==> config.mk <==
export PLATFORM = sky130hd
export DESIGN_NAME = gpio_ports
export DESIGN_NICKNAME = d
export VERILOG_FILES = /design/src/gpio_ports.v /design/src/port_pins.v
export VERILOG_INCLUDE_DIRS = /design/src
export SDC_FILE = /design/constraint.sdc
export NUM_CORES = 1
export LEC_CHECK = 0
export ABC_AREA = 1
export BUFFER_PORTS_ARGS = -buffer_cell sky130_fd_sc_hd__buf_2
export CAP_MARGIN = 10
export CORE_ASPECT_RATIO = 0.5
export CORE_MARGIN = 2
export CORE_UTILIZATION = 30
export DETAILED_ROUTE_END_ITERATION = 10
export PLACE_DENSITY_LB_ADDON = 0.12
export SETUP_SLACK_MARGIN = 0.15
export SKIP_LAST_GASP = 1
export SYNTH_ARGS = -nofsm -noshare
export SYNTH_HDL_FRONTEND = slang
export SYNTH_SLANG_ARGS = --single-unit
==> constraint.sdc <==
create_clock -name pclk -period 3.1 [get_ports pclk]
set_clock_uncertainty 0.05 [all_clocks]
set_input_delay 0.465 -clock pclk [delete_from_list [all_inputs] [get_ports pclk]]
set_output_delay 0.465 -clock pclk [all_outputs]
set_load 0.01 [all_outputs]
==> src/gpio_map.vh <==
`ifndef GPIO_MAP_VH
`define GPIO_MAP_VH

// ----------------------------------------------------------------------------
// register byte offsets
// ----------------------------------------------------------------------------
`define OFS_DATA_FIRST   8'h00
`define OFS_DATA_SECOND  8'h04
`define OFS_DATA_SEVEN   8'h08
`define OFS_DATA_KEY     8'h0C
`define OFS_DIR_FIRST    8'h10
`define OFS_DIR_SECOND   8'h14
`define OFS_DIR_SEVEN    8'h18
`define OFS_DIR_KEY      8'h1C
`define OFS_PULLUP       8'h20
`define OFS_DRIVE_A      8'h24
`define OFS_DRIVE_B      8'h28
`define OFS_EXT_FLAG     8'h2C

// ----------------------------------------------------------------------------
// field positions
// ----------------------------------------------------------------------------
`define PU_BIT_FIRST     0
`define PU_BIT_SECOND    1
`define PU_BIT_SEVEN     2
`define PU_BIT_KEY       4
`define DRV_A_BIT_FIRST  0
`define DRV_A_BIT_SECOND 1
`define DRV_B_BIT_PIN5   5
`define DRV_B_BIT_PIN6   6
`define EXT_PIN          6
`define EXT_FLAG_BIT     0

// ----------------------------------------------------------------------------
// reset values
// ----------------------------------------------------------------------------
`define RST_DIR          8'hFF
`define RST_LATCH        8'h00
`define RST_PULLUP       8'h00
`define RST_DRIVE        8'h00

`endif

==> src/gpio_ports.v <==
`timescale 1ns/1ps
`default_nettype none
`include "gpio_map.vh"

module gpio_ports #(
  parameter WF = 8,
  parameter WS = 7
) (
  // apb slave
  input  wire          pclk,
  input  wire          presetn,
  input  wire          psel,
  input  wire          penable,
  input  wire          pwrite,
  input  wire [7:0]    paddr,
  input  wire [31:0]   pwdata,
  input  wire [3:0]    pstrb,
  output reg  [31:0]   prdata,
  output reg           pready,
  output reg           pslverr,
  // first port
  input  wire [WF-1:0] first_in,
  output wire [WF-1:0] first_out,
  output wire [WF-1:0] first_oe,
  output wire [WF-1:0] first_pull,
  // second port
  input  wire [WF-1:0] second_in,
  output wire [WF-1:0] second_out,
  output wire [WF-1:0] second_oe,
  output wire [WF-1:0] second_pull,
  // seven-bit port
  input  wire [WS-1:0] seven_in,
  output wire [WS-1:0] seven_out,
  output wire [WS-1:0] seven_oe,
  output wire [WS-1:0] seven_pull,
  // key-return port
  input  wire [WF-1:0] key_return_inputs,
  output wire [WF-1:0] key_out,
  output wire [WF-1:0] key_oe,
  output wire [WF-1:0] key_pull,
  // external interrupt request flag
  output reg           ext_interrupt_alt
);

  // ----------------------------------------------------------------------------
  // state
  // ----------------------------------------------------------------------------
  reg  [7:0]    latch_first;
  reg  [7:0]    latch_second;
  reg  [7:0]    latch_seven;
  reg  [7:0]    latch_key;
  reg  [7:0]    dir_reg_first_port;
  reg  [7:0]    dir_reg_second_port;
  reg  [7:0]    dir_reg_seven_bit_port;
  reg  [7:0]    dir_reg_key_port;
  reg  [7:0]    pullup_option_reg;
  reg  [7:0]    drive_type_reg_a;
  reg  [7:0]    drive_type_reg_b;
  reg           ext_level_prev;
  reg  [31:0]   next_prdata;
  reg           next_pslverr;
  wire          wr_en;
  wire [7:0]    wd;
  wire          ext_driven;
  wire          ext_change;
  wire          ext_clear;

  // ----------------------------------------------------------------------------
  // helpers
  // ----------------------------------------------------------------------------
  // input pins show the pad, output pins show the latch
  function [7:0] port_view;
    input [7:0] dir;
    input [7:0] pins;
    input [7:0] latch;
    begin
      port_view = (dir & pins) | (~dir & latch);
    end
  endfunction

  // ----------------------------------------------------------------------------
  // bus write strobe
  // ----------------------------------------------------------------------------
  // only the low byte lane carries register data
  assign wr_en = psel & penable & pready & pwrite & pstrb[0];
  assign wd    = pwdata[7:0];

  // ----------------------------------------------------------------------------
  // register writes
  // ----------------------------------------------------------------------------
  always @(posedge pclk or negedge presetn)
  begin
    if (!presetn)
    begin
      latch_first            <= `RST_LATCH;
      latch_second           <= `RST_LATCH;
      latch_seven            <= `RST_LATCH;
      latch_key              <= `RST_LATCH;
      dir_reg_first_port     <= `RST_DIR;
      dir_reg_second_port    <= `RST_DIR;
      dir_reg_seven_bit_port <= `RST_DIR;
      dir_reg_key_port       <= `RST_DIR;
      pullup_option_reg      <= `RST_PULLUP;
      drive_type_reg_a       <= `RST_DRIVE;
      drive_type_reg_b       <= `RST_DRIVE;
    end
    else if (wr_en)
    begin
      case (paddr)
        `OFS_DATA_FIRST:  latch_first  <= wd;
        `OFS_DATA_SECOND: latch_second <= wd;
        `OFS_DATA_SEVEN:  latch_seven  <= {1'b0, wd[6:0]};
        `OFS_DATA_KEY:    latch_key    <= wd;
        `OFS_DIR_FIRST:   dir_reg_first_port     <= wd;
        `OFS_DIR_SECOND:  dir_reg_second_port    <= wd;
        `OFS_DIR_SEVEN:   dir_reg_seven_bit_port <= wd;
        `OFS_DIR_KEY:     dir_reg_key_port       <= wd;
        `OFS_PULLUP:      pullup_option_reg      <= wd;
        `OFS_DRIVE_A:     drive_type_reg_a       <= wd;
        `OFS_DRIVE_B:     drive_type_reg_b       <= wd;
        default:          latch_first            <= latch_first;
      endcase
    end
  end

  // ----------------------------------------------------------------------------
  // external interrupt flag
  // ----------------------------------------------------------------------------
  // the pin also feeds the interrupt input, so own drive changes look like edges
  assign ext_driven = ~dir_reg_seven_bit_port[`EXT_PIN];
  assign ext_change = ext_driven & (latch_seven[`EXT_PIN] != ext_level_prev);
  assign ext_clear  = wr_en & (paddr == `OFS_EXT_FLAG) & wd[`EXT_FLAG_BIT];

  // set wins over a clear in the same cycle
  always @(posedge pclk or negedge presetn)
  begin
    if (!presetn)
    begin
      ext_level_prev    <= 1'b0;
      ext_interrupt_alt <= 1'b0;
    end
    else
    begin
      ext_level_prev <= latch_seven[`EXT_PIN];
      if (ext_change)
        ext_interrupt_alt <= 1'b1;
      else if (ext_clear)
        ext_interrupt_alt <= 1'b0;
    end
  end

  // ----------------------------------------------------------------------------
  // read mux
  // ----------------------------------------------------------------------------
  always @*
  begin
    next_prdata  = 32'h00000000;
    next_pslverr = 1'b0;
    case (paddr)
      `OFS_DATA_FIRST:  next_prdata[7:0] = port_view(dir_reg_first_port, first_in, latch_first);
      `OFS_DATA_SECOND: next_prdata[7:0] = port_view(dir_reg_second_port, second_in, latch_second);
      `OFS_DATA_SEVEN:  next_prdata[7:0] = port_view(dir_reg_seven_bit_port, {1'b0, seven_in}, latch_seven)
                                          & 8'h7F;
      `OFS_DATA_KEY:    next_prdata[7:0] = port_view(dir_reg_key_port, key_return_inputs, latch_key);
      `OFS_DIR_FIRST:   next_prdata[7:0] = dir_reg_first_port;
      `OFS_DIR_SECOND:  next_prdata[7:0] = dir_reg_second_port;
      `OFS_DIR_SEVEN:   next_prdata[7:0] = dir_reg_seven_bit_port;
      `OFS_DIR_KEY:     next_prdata[7:0] = dir_reg_key_port;
      `OFS_PULLUP:      next_prdata[7:0] = pullup_option_reg;
      `OFS_DRIVE_A:     next_prdata[7:0] = drive_type_reg_a;
      `OFS_DRIVE_B:     next_prdata[7:0] = drive_type_reg_b;
      `OFS_EXT_FLAG:    next_prdata[0]   = ext_interrupt_alt;
      default:          next_pslverr     = 1'b1;
    endcase
  end

  // ----------------------------------------------------------------------------
  // apb answer
  // ----------------------------------------------------------------------------
  // data captured in setup so pready and prdata both come from flops;
  // the access phase always lasts exactly one cycle
  always @(posedge pclk or negedge presetn)
  begin
    if (!presetn)
    begin
      pready  <= 1'b0;
      prdata  <= 32'h00000000;
      pslverr <= 1'b0;
    end
    else
    begin
      pready  <= psel & ~penable;
      pslverr <= psel & ~penable & next_pslverr;
      if (psel & ~penable & ~pwrite)
        prdata <= next_prdata;
      else
        prdata <= 32'h00000000;
    end
  end

  // ----------------------------------------------------------------------------
  // pad cells
  // ----------------------------------------------------------------------------
  // 31 pins, 18 open-drain capable
  port_pins #(.W(WF)) u_first (
    .pclk       (pclk),
    .presetn    (presetn),
    .latch      (latch_first[WF-1:0]),
    .dir        (dir_reg_first_port[WF-1:0]),
    .open_drain ({WF{drive_type_reg_a[`DRV_A_BIT_FIRST]}}),
    .pullup_sel (pullup_option_reg[`PU_BIT_FIRST]),
    .pin_out    (first_out),
    .pin_oe     (first_oe),
    .pull_en    (first_pull)
  );

  port_pins #(.W(WF)) u_second (
    .pclk       (pclk),
    .presetn    (presetn),
    .latch      (latch_second[WF-1:0]),
    .dir        (dir_reg_second_port[WF-1:0]),
    .open_drain ({WF{drive_type_reg_a[`DRV_A_BIT_SECOND]}}),
    .pullup_sel (pullup_option_reg[`PU_BIT_SECOND]),
    .pin_out    (second_out),
    .pin_oe     (second_oe),
    .pull_en    (second_pull)
  );

  port_pins #(.W(WS)) u_seven (
    .pclk       (pclk),
    .presetn    (presetn),
    .latch      (latch_seven[WS-1:0]),
    .dir        (dir_reg_seven_bit_port[WS-1:0]),
    .open_drain ({drive_type_reg_b[`DRV_B_BIT_PIN6:`DRV_B_BIT_PIN5], 5'b00000}),
    .pullup_sel (pullup_option_reg[`PU_BIT_SEVEN]),
    .pin_out    (seven_out),
    .pin_oe     (seven_oe),
    .pull_en    (seven_pull)
  );

  port_pins #(.W(WF)) u_key (
    .pclk       (pclk),
    .presetn    (presetn),
    .latch      (latch_key[WF-1:0]),
    .dir        (dir_reg_key_port[WF-1:0]),
    .open_drain ({WF{1'b0}}),
    .pullup_sel (pullup_option_reg[`PU_BIT_KEY]),
    .pin_out    (key_out),
    .pin_oe     (key_oe),
    .pull_en    (key_pull)
  );

endmodule

`default_nettype wire

==> src/port_pins.v <==
`timescale 1ns/1ps
`default_nettype none

// ----------------------------------------------------------------------------
// pin cell: turns latch, direction, drive type and pull-up into pad controls
// ----------------------------------------------------------------------------
module port_pins #(
  parameter W = 8
) (
  // clock and reset
  input  wire         pclk,
  input  wire         presetn,
  // settings
  input  wire [W-1:0] latch,
  input  wire [W-1:0] dir,
  input  wire [W-1:0] open_drain,
  input  wire         pullup_sel,
  // pad controls
  output reg  [W-1:0] pin_out,
  output reg  [W-1:0] pin_oe,
  output reg  [W-1:0] pull_en
);

  // ----------------------------------------------------------------------------
  // registered pad drive
  // ----------------------------------------------------------------------------
  // open-drain pins only pull low, so the enable follows a zero latch bit
  always @(posedge pclk or negedge presetn)
  begin
    if (!presetn)
    begin
      pin_out <= {W{1'b0}};
      pin_oe  <= {W{1'b0}};
      pull_en <= {W{1'b0}};
    end
    else
    begin
      pin_out <= latch & ~open_drain;
      pin_oe  <= ~dir & (~open_drain | ~latch);
      pull_en <= dir & {W{pullup_sel}};
    end
  end

endmodule

`default_nettype wire

**Word-level counts from Yosys, hierarchy flattened**

Index checks and enable logic that the tools add are counted.
W data, S select, Z words.

- Flip-flop bits (word level): 216
- Output and inout port bits: 128
- Logic and storage cells: 109

- Eq/ne operators: 12
- Mux-type cells: 6
- Bitwise operators: 49
- Reduce and logical (&&, ||, !) cells: 14

Operators with widths:

| kind | number |
|---|---|
| $and A8 B8 Y8 | 13 |
| $pmux W7 S11 | 1 |
| $not A8 Y8 | 7 |
| $or A8 B8 Y8 | 5 |
| $and A7 B7 Y7 | 5 |
| $eq A8 B5 Y1 const B | 4 |
| $eq A8 B6 Y1 const B | 4 |
| $not A7 Y7 | 4 |
| $reduce_and A2 Y1 | 11 |
| $eq A8 B4 Y1 const B | 2 |
| $or A7 B7 Y7 | 2 |
| $pmux W1 S12 | 1 |
| $reduce_or A12 Y1 | 1 |
| $and A1 B1 Y1 | 10 |
| $eq A8 B3 Y1 const B | 1 |
| $logic_not A8 Y1 | 1 |
| $mux W8 | 1 |
| $mux W1 | 3 |
| $not A1 Y1 | 3 |
| $reduce_bool A2 Y1 | 1 |
| $ne A1 B1 Y1 | 1 |

**Longest topological paths before layout**

Gate-level depths: netlist (run 1).

- Depth after elaboration: 8
- Gate-level depth with buffers: 10
- Depth with buffers taken out: 10

**Modules after synthesis**

From an unflattened synthesis (run 1), not the netlist that was laid out.

- Cells, all modules: 959
- Area, all modules: 8272.9 um2

Modules (own cells, without submodules):

| module | instances | cells an instance | area each (um2) | sequential area each (um2) |
|---|---|---|---|---|
| gpio_ports | 1 | 708 | 5310.1 | 2517.4 |
| port_pins (u_first ...) | 3 | 65 | 765.7 | 600.6 |
| port_pins (u_seven) | 1 | 56 | 665.6 | 525.5 |

**Worst setup path after synthesis (run 1)**

OpenSTA, ideal clock, no wires.

- Path kind: input-to-reg
- From: in penable
- To: reg latch_seven[5]
- Setup time: 117 ps
- Arrival time: 1341 ps
- Path slack: 1592 ps
- Stages on the path: 9
- Buffers on the path: 2
- Path through: nand3_1 > nor2_1 > nand2_1 > inv_1 > buf_6 > nand2_1 > buf_4 > nand2_1 > o21ai_2

- Cells in the longest elaborated chain, start to end: 5

RTL lines:

| element | line | source |
|---|---|---|
| from (decl) | gpio_ports.v:13 | `input wire penable,` |
| $and A1 B1 Y1 (4 in a row) | gpio_ports.v:85 | `assign wr_en = psel & penable & pready & pwrite & pstrb[0];` |
| $reduce_and A2 Y1 (no line) | -- |  |
| to (signal assigned) | gpio_ports.v:97 | `` latch_seven <= `RST_LATCH; `` |
| to (signal assigned) | gpio_ports.v:112 | `` `OFS_DATA_SEVEN: latch_seven <= {1'b0, wd[6:0]}; `` |
| to (decl) | gpio_ports.v:50 | `reg [7:0] latch_seven;` |

Every way passes these cells.
A chain may end at the register's enable or synchronous reset.

**Worst setup path in the final report (run 1)**

- From: reg pready
- To: reg latch_second[2]

- Cells in the longest elaborated chain, start to end: 4

RTL lines:

| element | line | source |
|---|---|---|
| from (decl) | gpio_ports.v:19 | `output reg pready,` |
| from (signal assigned) | gpio_ports.v:192 | `pready <= psel & ~penable;` |
| $and A1 B1 Y1 (3 in a row) | gpio_ports.v:85 |  |
| $reduce_and A2 Y1 (no line) | -- |  |
| to (signal assigned) | gpio_ports.v:96 | `` latch_second <= `RST_LATCH; `` |
| to (signal assigned) | gpio_ports.v:111 | `` `OFS_DATA_SECOND: latch_second <= wd; `` |
| to (decl) | gpio_ports.v:49 | `reg [7:0] latch_second;` |

Every way passes these cells.

==> flow_summary.yaml, run 1 <==
worst_setup_path:
  worstReg2RegEnd: "latch_second[2]"
  timing.reg2reg.setup_slack_ns: 1.35
  worst_setup_path_end_kind: "flip-flop"
  critPathArrivalTime_ns: 2.01
  worstPathMaxFanout: 16
  critical_path.reg2reg.startpoint: "pready"
  worstSetupPathType: "reg -> reg"
  reg2regPathDepth: 8
  critPathLaunchType: "flip-flop"
  endpoint: "latch_second[2]"
  critical_path_required_ns: 3.35
  critPathLaunch: "pready"
global_routing:
  grt_antenna_before_repair: 0
  grt_start_max_net_pins: 76
  grt_first_pass_wirelength_mm: 37.47
  grt-ovfl-total: 0
  track_usage: 0.1793
  grt_pass1_vias: 6092
clock_tree:
  cts_tree: "yes"
  clock_latency_ns: 0.45
  clock_path_buffers: 2
  clk_root_buffer_cell: "sky130_fd_sc_hd__clkbuf_16"
  cts.sink_count: 192
  tritoncts.num_buffers: 17
  number_of_h_tree_levels: 4
  clkSlewWorstSetupHoldPaths_ns: 0.07
cells_and_area:
  layout-area-overhead-vs-synth_pct: 19.68
  num-nets-final: 1118
  layout.core_utilization: 0.3666
  final_layout_size_suffix_gt1_frac: 0.2474
detailed_routing:
  routed-via-count: 6294
  drt.antenna.violating_nets: 0
  first_pass_detailed_route_iteration_total: 5
  total_wire_length_mm: 24.65
  drtIter0Drc: 571
  drc_errors: 0
  route.detailed.wl_per_inst_um: 17.56
  via_per_inst: 4.483
sta:
  drv_slew: 0
  hold_slack_ns: 0.1392
  timing.final.setup_violations: 0
  actual_slew_at_the_worst_max_slew_pin_ns: 0.7195
  maxSlewHeadroom: 0.5198
  max_freq_mhz: 569.8
  finalCritPeriodShare: 0.5661
  rsz_0062_raised_after_global_routing: "false"
  setup_total_negative_slack_ns: 0
  finalCriticalPeriod_ns: 1.755
  final-hold-violation-count: 0
synthesis:
  synth_cells: 894
  synth_warnings: 0
  synth.lib_cells_used.distinct: 28
  yosysMostFrequentCell: "sky130_fd_sc_hd__nand2_1"
  largest_family_of_logic_cells_by_synthesized_area: "simple AND/OR/NAND/NOR gates"
  synth-xor-area-share: 0.001080
  synth.ff_latch_count: 192
  post_synthesis_compound_gate_area_fraction: 0.08313
  synthFlopType: "sky130_fd_sc_hd__dfrtp_1"
  muxShareOfSynthArea: 0
  yosys.area_share.simple: 0.2213
  synth.cell_area_um2: 8113
  yosysSeqAreaShare: 0.5972
  synth_top_cells_by_count: "sky130_fd_sc_hd__nand2_1, sky130_fd_sc_hd__dfrtp_1, sky130_fd_sc_hd__inv_1, sky130_fd_sc_hd__o21ai_0, sky130_fd_sc_hd__nand3_1"
  postSynthAreaPerCell_um2: 9.075
  synth_area_leader_cell: "sky130_fd_sc_hd__dfrtp_1"
  synth_enable_flop_cells: 0
  synth_async_sr_flop_share: 1.000
  post_synth_main_area_contributors: "sky130_fd_sc_hd__dfrtp_1, sky130_fd_sc_hd__nand2_1, sky130_fd_sc_hd__dfstp_2"
  synthDominantCellAreaShare: 0.4935
  adder_and_majority_cell_fraction_of_the_synthesized_area: 0
floorplanning:
  die-width_um: 236.6
  io-pin-count: 208
  fp.dieArea_um2: 28450
  floorplan.core_area_um2: 26490
  initial_core_util: 0.3063
  die_height_um: 120.3
  std_cell_rows: 42
power:
  worst_case_vdd_ir_drop_v: 0.0003800
  total_leakage_power_uw: 0.005021
  power_density_nw_per_um2: 526.3
  p_total_uw: 5110
run:
  timing.max_cap.violations: 0
placement:
  placement.io_buffers: 156
  detailed_place_hpwl_mm: 17.72
  global_placement_routability_congestion: 0.8258
hold_path:
  hold_class: "in -> reg"
run_status:
  outcome: "finished clean"
## worst max-delay path, stage by stage, from the launching register on
cell	delay [ns]
sky130_fd_sc_hd__dfrtp_1	0.35
sky130_fd_sc_hd__nand3_1	0.08
sky130_fd_sc_hd__nor2_1	0.09
sky130_fd_sc_hd__nand2_1	0.10
sky130_fd_sc_hd__inv_1	0.20
sky130_fd_sc_hd__buf_4	0.28
sky130_fd_sc_hd__nand2_2	0.24
sky130_fd_sc_hd__nand2_1	0.12
sky130_fd_sc_hd__o21ai_0	0.09
## what timing repair did
action	CTS	global route
hold buffers	1	0
buffers inserted	0	0
endpoints found under the hold margin	3	0
resized for setup	0	0
## how the worst min path moves through the flow
stage | depth (start not counted) | from | endpoint
3_3_place_gp | 0 | latch_key[0] | u_key.pin_out[0]
3_5_place_dp | 0 | latch_key[0] | u_key.pin_out[0]
5_1_grt | 2 | penable | pready
2_1_floorplan | 0 | presetn | drive_type_reg_a[0]
4_1_cts | 2 | penable | pready
6_report | 2 | penable | pready
## cells by family after synthesis
logic type	after synthesis
other	1
AOI/OAI and AO/OA	129
DFF	192
and+or+nand+nor	415
xor gates and xnor gates	1
buffers and inverters	156
## metal layers
layer,GRT usage,wire length (µm),part of all wire,up-vias
met5,0,0,0,-
met4,0.04628,240,0.0097,0
met3,0.04064,1406,0.057,15
met2,0.2467,10220,0.41,174
met1,0.2786,12780,0.52,3069
li1,-,-,-,3036
## final cells by class
cell class	instances	area, µm²
Fill cell	2772	16780
Clock buffer	20	456.7
Timing Repair Buffer	163	857.1
Sequential cell	192	4845
Tap cell	352	440.4
Multi-Input combinational cell	569	2569
Antenna cell	1	2.502
Inverter	95	356.6
Clock inverter	12	182.7
## cells in the final DEF, fill, tap and decap left out, types with 4 or more instances in the layout
cell type                   netlist  layout
sky130_fd_sc_hd__nand2_1        251     251
sky130_fd_sc_hd__dfrtp_1        160     160
sky130_fd_sc_hd__buf_2            4     155
sky130_fd_sc_hd__inv_1           93      93
sky130_fd_sc_hd__o21ai_0         72      72
sky130_fd_sc_hd__nand3_1         69      69
sky130_fd_sc_hd__nor2_1          66      66
sky130_fd_sc_hd__dfstp_2         32      32
sky130_fd_sc_hd__o21ai_1         26      26
sky130_fd_sc_hd__conb_1           1      24
sky130_fd_sc_hd__a21oi_1         23      23
sky130_fd_sc_hd__clkbuf_16        0      17
sky130_fd_sc_hd__nand2_2         10      10
sky130_fd_sc_hd__o21ai_2          7       7
sky130_fd_sc_hd__nor2_4           5       5
sky130_fd_sc_hd__buf_4           30       5
sky130_fd_sc_hd__nor2_2           4       4
sky130_fd_sc_hd__bufinv_16        0       4
## per-stage QoR
step / instance area [µm²] / setup WS [ns] / std cells
after floorplan: 8199 / 1.592 / 917
after global routing: 9707 / 1.173 / 1403
after detailed placement: 9057 / 0.9554 / 1370
final: 9709 / 1.345 / 1404
after global placement: 9057 / 0.9534 / 1370
after CTS: 9707 / 1.335 / 1403
## report_power, final
group | total [µW] | internal (µW) | switching, µW
Combinational | 195 | 43.4 | 152
Clock | 2400 | 1400 | 999
Sequential | 2520 | 2510 | 4.72
Total | 5110 | 3950 | 1160
(Power assumes the default switching activity.)
==> run 2: changes to the inputs <==
==> constraint.sdc (replaced) <==
create_clock -name pclk -period 1.4 [get_ports pclk]
set_clock_uncertainty 0.05 [all_clocks]
set_input_delay 0.21 -clock pclk [delete_from_list [all_inputs] [get_ports pclk]]
set_output_delay 0.21 -clock pclk [all_outputs]
set_load 0.01 [all_outputs]
==> run 2 against run 1 <==
  * The flow now finishes with violations (setup timing)
  * Fmax up 25%
  * Sequential share of layout area fell by 6.7 points
  * Largest power group unchanged
  * Count of clock-buffer cells in the layout increased by 3
  * Wire length grew 7.4%
  * Cell area grew 16%
  * Die area unchanged
  * Combinational power increased to 2.8 times the previous value
==> flow_summary.yaml, run 2 (same netlist as run 1, synthesis figures left out) <==
cells_and_area:
  postLayoutCellArea_um2: 11210
  layout-area-overhead-vs-synth_pct: 38.23
  num-nets-final: 1237
  most_common_cell_after_layout_fill_and_taps_aside: "sky130_fd_sc_hd__nand2_1"
  mostFrequentLayoutCells: "sky130_fd_sc_hd__nand2_1, sky130_fd_sc_hd__dfrtp_1, sky130_fd_sc_hd__buf_2"
  final_layout_size_suffix_gt1_frac: 0.4111
  instances_no_fill: 1522
  antennaDiodeCount: 0
detailed_routing:
  route.detailed.wl_per_inst_um: 17.39
  drc_errors: 0
  routed-via-count: 6780
  drtIter0Drc: 451
  drt.antenna.violating_nets: 0
  first_pass_detailed_route_iteration_total: 5
  total_wire_length_mm: 26.47
  via_per_inst: 4.455
clock_tree:
  clk_root_buffer_cell: "sky130_fd_sc_hd__clkbuf_16"
  cts_tree: "yes"
  clkSlewWorstSetupHoldPaths_ns: 0.07
  clock_latency_ns: 0.44
  cts.sink_count: 192
  tritoncts.num_buffers: 17
  clock_path_buffers: 2
  number_of_h_tree_levels: 4
sta:
  final-hold-violation-count: 0
  finalCritPeriodShare: 1.004
  final.setup.worst_slack_ns: -0.005269
  maxSlewHeadroom: 0.5430
  setup_total_negative_slack_ns: -0.005269
  rsz_0062_raised_after_global_routing: "true"
  drv_slew: 0
  max_freq_mhz: 711.6
  timing.final.setup_violations: 1
  actual_slew_at_the_worst_max_slew_pin_ns: 0.6847
  finalCriticalPeriod_ns: 1.405
worst_setup_path:
  critical_path_required_ns: 1.65
  reg2regPathDepth: 8
  critPathLaunch: "pready"
  endpoint: "latch_seven[0]"
  worstSetupPathType: "reg -> reg"
  worst_setup_path_end_kind: "flip-flop"
  cp_top_family: "simple AND/OR/NAND/NOR gates"
  path_depth: 8
  worstPathMaxFanout: 14
  critPathArrivalTime_ns: 1.65
  timing.reg2reg.setup_slack_ns: -0.005
  critPathLaunchType: "flip-flop"
  path_buf_inv: 2
  cpPeakStageDelay_ns: 0.36
  cells_traversed_along_the_worst_timing_path: "nand3_2 -> nor2_2 -> nand2_2 -> inv_4 -> clkbuf_16 -> nand2_8 -> nand2_1 -> o21ai_2"
  worstReg2RegEnd: "latch_seven[0]"
  critical_path.reg2reg.startpoint: "pready"
  critical_path.slowest_cell: "sky130_fd_sc_hd__dfrtp_1"
power:
  worst_case_vdd_ir_drop_v: 0.0008135
  p_total_uw: 11150
  total_leakage_power_uw: 0.005709
  power_density_nw_per_um2: 994.5
placement:
  placedInstanceArea_um2: 9953
  detailedPlace.worstSlack_ns: -0.1778
  numPlacedInstances: 1468
  global_placement_routability_congestion: 0.8942
  placement.io_buffers: 156
  detailed_place_hpwl_mm: 19.30
floorplanning:
  die-width_um: 236.6
  std_cell_rows: 42
  die_height_um: 120.3
  initial_core_util: 0.3063
  fp.dieArea_um2: 28450
  floorplan.core_area_um2: 26490
  io-pin-count: 208
global_routing:
  track_usage: 0.1900
  grt_start_max_net_pins: 69
  grt_antenna_before_repair: 0
  grt-ovfl-total: 0
  grt_first_pass_wirelength_mm: 39.76
  grt_pass1_vias: 6468
run:
  timing.max_cap.violations: 0
run_status:
  violations: "setup timing"
  outcome: "complete, but fails checks"
hold_path:
  hold_class: "in -> reg"
  worstHoldStart: "pwrite"
## run 2: layout make-up
type / instances / area [µm²]
multi-input combinational: 571 / 3042
clock inverter: 9 / 131.4
sequential: 192 / 4845
inverter: 95 / 359.1
clock buffer: 23 / 467.9
fill: 2712 / 15270
timing repair buffer: 280 / 1929
tap: 352 / 440.4
## run 2: how the worst min path moves through the flow
| stage | endpoint | slack [ns] | depth (start not counted) |
|---|---|---|---|
| 3_3_place_gp | latch_key[3] | 0.19 | 2 |
| 6_report | prdata[1] | 0.01 | 4 |
| 4_1_cts | prdata[1] | 0.02 | 4 |
| 5_1_grt | prdata[1] | 0.01 | 4 |
| 3_5_place_dp | latch_key[3] | 0.19 | 2 |
| 2_1_floorplan | drive_type_reg_a[0] | -0.14 | 0 |
## run 2: worst reg2reg max path, delay by kind of cell (launching register included)
family / cells / cell delay, ns
buffers and inverters: 2 / 0.31
AO/OA/AOI/OAI: 1 / 0.05
AND/OR/NAND/NOR: 5 / 0.48
flip-flops: 1 / 0.36
## run 2: repair_timing
item                                    in CTS  in global routing
endpoints found under the setup margin     104                118
pin swaps                                   39                 48
gates cloned                                 0                  3
resized for setup                           85                 75
buffers inserted                            16                  1
hold buffers                                 2                  0
endpoints found under the hold margin      172                  0
## run 2: metal layers
| layer | wire length (µm) | vias to the layer above | global-route usage |
|---|---|---|---|
| met5 | 0 | - | 0 |
| met4 | 120 | 0 | 0.03560 |
| met3 | 1364 | 10 | 0.03584 |
| met2 | 11470 | 169 | 0.2779 |
| met1 | 13520 | 3313 | 0.2918 |
| li1 | - | 3288 | - |
## run 2: per-stage QoR
step | hold WS (ns) | util
after detailed placement | 0.1924 | 0.3758
after floorplan | -0.1356 | -
after global placement | 0.1898 | 0.3758
after global routing | 0.01065 | 0.4234
after CTS | 0.02123 | 0.4113
final | 0.01126 | 0.4234
## run 2: power by group
group / internal [µW] / leakage (µW) / switching (µW) / total [µW]
clock network: 2910 / 0.000284 / 2130 / 5040
logic: 162 / 0.00303 / 377 / 539
registers: 5560 / 0.00240 / 7.49 / 5570
total: 8640 / 0.00571 / 2520 / 11200
==> run 3: changes to the inputs <==
--- a/config.mk
+++ b/config.mk
@@ -7,12 +7,13 @@
 export NUM_CORES = 1
 export LEC_CHECK = 0
 export ABC_AREA = 1
-export BUFFER_PORTS_ARGS = -buffer_cell sky130_fd_sc_hd__buf_2
 export CAP_MARGIN = 10
 export CORE_ASPECT_RATIO = 0.5
 export CORE_MARGIN = 2
 export CORE_UTILIZATION = 30
 export DETAILED_ROUTE_END_ITERATION = 10
+export DONT_BUFFER_PORTS = 1
+export MAX_ROUTING_LAYER = met4
 export PLACE_DENSITY_LB_ADDON = 0.12
 export SETUP_SLACK_MARGIN = 0.15
 export SKIP_LAST_GASP = 1
==> constraint.sdc (replaced) <==
create_clock -name pclk -period 1.13 [get_ports pclk]
set_clock_uncertainty 0.05 [all_clocks]
set_input_delay 0.1695 -clock pclk [delete_from_list [all_inputs] [get_ports pclk]]
set_output_delay 0.1695 -clock pclk [all_outputs]
set_load 0.01 [all_outputs]
==> run 3 against run 2 <==
  * Cell area fell by 0.37%
  * Via count fell by 4.9%
  * Critical path type unchanged
  * Highest routed layer unchanged
  * Largest power group unchanged
  * Sequential power grew 24%
  * Fmax is 4.2% lower
  * The run ends with hold timing, setup timing left
  * Utilization fell by 0.16 points
  * Clock power up 37%
  * Die area unchanged
  * Count of clock-buffer cells in the layout shrank 5
==> flow_summary.yaml, run 3 (same netlist as run 1, synthesis figures left out) <==
run_status:
  outcome: "complete, but fails checks"
  violations: "hold timing, setup timing"
sta:
  finalCriticalPeriod_ns: 1.467
  final.setup.worst_slack_ns: -0.3375
  finalCritPeriodShare: 1.299
  drv_slew: 0
  rsz_0062_raised_after_global_routing: "true"
  final-hold-violation-count: 192
  hold_slack_ns: -0.6345
  timing.final.setup_violations: 98
  max_freq_mhz: 681.4
detailed_routing:
  via_per_inst: 4.494
  first_pass_detailed_route_iteration_total: 5
  drt.antenna.violating_nets: 0
  drtIter0Drc: 413
  routed-via-count: 6449
  route.detailed.wl_per_inst_um: 18.34
  total_wire_length_mm: 26.32
  drc_errors: 0
global_routing:
  grt_antenna_before_repair: 1
  grt_pass1_vias: 6380
  grt-ovfl-total: 0
  track_usage: 0.1966
  grt_first_pass_wirelength_mm: 39.74
  grt_start_max_net_pins: 193
clock_tree:
  tritoncts.num_buffers: 17
  clk_root_buffer_cell: "sky130_fd_sc_hd__clkbuf_16"
  clock_path_buffers: 2
  clkSlewWorstSetupHoldPaths_ns: 0.07
  cts.sink_count: 192
  number_of_h_tree_levels: 4
  cts-hold-fix-buffers: 6
  cts_tree: "yes"
  clock_latency_ns: 0.45
power:
  p_int_uw: 11220
  netSwitchingPower_uw: 3061
  p_sw_frac: 0.2143
  total_leakage_power_uw: 0.005484
  power.sequential.fraction: 0.484
  power_density_nw_per_um2: 1278
  combinationalPowerShare: 0.033
  power.clock.fraction: 0.484
  worst_case_vdd_ir_drop_v: 0.0009215
placement:
  placement.io_buffers: 0
  detailed_place_hpwl_mm: 18.42
  numPlacedInstances: 1374
  global_placement_routability_congestion: 0.8285
  detailedPlace.worstSlack_ns: -0.3665
  placedInstanceArea_um2: 9684
hold_path:
  hold_class: "in -> async"
floorplanning:
  fp.dieArea_um2: 28450
  floorplan.core_area_um2: 26490
  initial_core_util: 0.3063
  io-pin-count: 208
  std_cell_rows: 42
  die-width_um: 236.6
  die_height_um: 120.3
worst_setup_path:
  critical_path_required_ns: 1.46
  critPathLaunchType: "flip-flop"
  worst_setup_path_end_kind: "flip-flop"
  critPathArrivalTime_ns: 1.80
  worstPathMaxFanout: 8
  worstSetupPathType: "reg -> reg"
cells_and_area:
  postLayoutCellArea_um2: 11170
  instances_no_fill: 1435
  mostFrequentLayoutCells: "sky130_fd_sc_hd__nand2_1, sky130_fd_sc_hd__dfrtp_1, sky130_fd_sc_hd__buf_4"
  layout-area-overhead-vs-synth_pct: 37.72
  most_common_cell_after_layout_fill_and_taps_aside: "sky130_fd_sc_hd__nand2_1"
  layout.core_utilization: 0.4219
  num-nets-final: 1149
  final_layout_size_suffix_gt1_frac: 0.3771
run:
  timing.max_cap.violations: 0
## run 3: cell type report
| class | count | area (µm²) |
|---|---|---|
| multi-input cells | 573 | 3142 |
| diodes | 1 | 2.502 |
| clock inverters | 14 | 236.5 |
| fillers | 2652 | 15310 |
| well taps | 352 | 440.4 |
| clock buffers | 18 | 429.2 |
| flip-flops and latches | 192 | 4846 |
| inverters | 95 | 382.9 |
| repair buffers | 190 | 1694 |
## run 3: what timing repair did
| item | in CTS | in global routing |
|---|---|---|
| setup buffers | 11 | 6 |
| setup endpoints to repair | 201 | 204 |
| pin swaps | 16 | 35 |
| hold endpoints to repair | 218 | 192 |
| resized for setup | 69 | 86 |
| cloned | 4 | 1 |
## run 3: metal layers
metal / up-vias / part of all wire / GRT usage
li1: 3118 / - / -
met1: 3178 / 0.49 / 0.2748
met2: 139 / 0.44 / 0.2785
met3: 14 / 0.061 / 0.05868
met4: 0 / 0.0076 / 0.04866
met5: - / 0 / -
## run 3: stage by stage
stage,setup TNS (ns),total power (µW)
2_1_floorplan,-14.69,7307
3_3_place_gp,-22.12,7433
3_5_place_dp,-22.87,7436
4_1_cts,-25.84,14470
5_1_grt,-37.77,14800
6_report,-26.62,14280
## run 3: final timing paths
kind	startpoint	end	slack [ns]	cells past startpoint
max in group asynchronous	presetn	dir_reg_key_port[5]	1.24	0
hold reg to reg	dir_reg_seven_bit_port[7]	dir_reg_seven_bit_port[7]	0.43	2
min in group pclk	pwdata[3]	dir_reg_seven_bit_port[3]	0.04	3
hold / removal	presetn	latch_seven[0]	-0.63	0
setup / recovery	pready	dir_reg_seven_bit_port[7]	-0.34	9
setup reg to reg	pready	dir_reg_seven_bit_port[7]	-0.34	9
## run 3: power groups by stage
stage | Combinational [µW] | Clock, µW | Sequential [µW]
after floorplan | 272 | 0 | 7030
after global placement | 400 | 0 | 7030
after detailed placement | 403 | 0 | 7030
after CTS | 451 | 7110 | 6900
after global routing | 502 | 7390 | 6900
final | 469 | 6910 | 6910
## run 3: worst max-delay path: stages (launching register included)
cell and delay [ns]:
sky130_fd_sc_hd__dfrtp_1 0.36, sky130_fd_sc_hd__nand3_1 0.08, sky130_fd_sc_hd__nor2_1 0.11, sky130_fd_sc_hd__nand2_2 0.09
sky130_fd_sc_hd__inv_4 0.09, sky130_fd_sc_hd__buf_12 0.11, sky130_fd_sc_hd__buf_16 0.15, sky130_fd_sc_hd__buf_12 0.12
sky130_fd_sc_hd__nand2_8 0.08, sky130_fd_sc_hd__o21ai_1 0.14
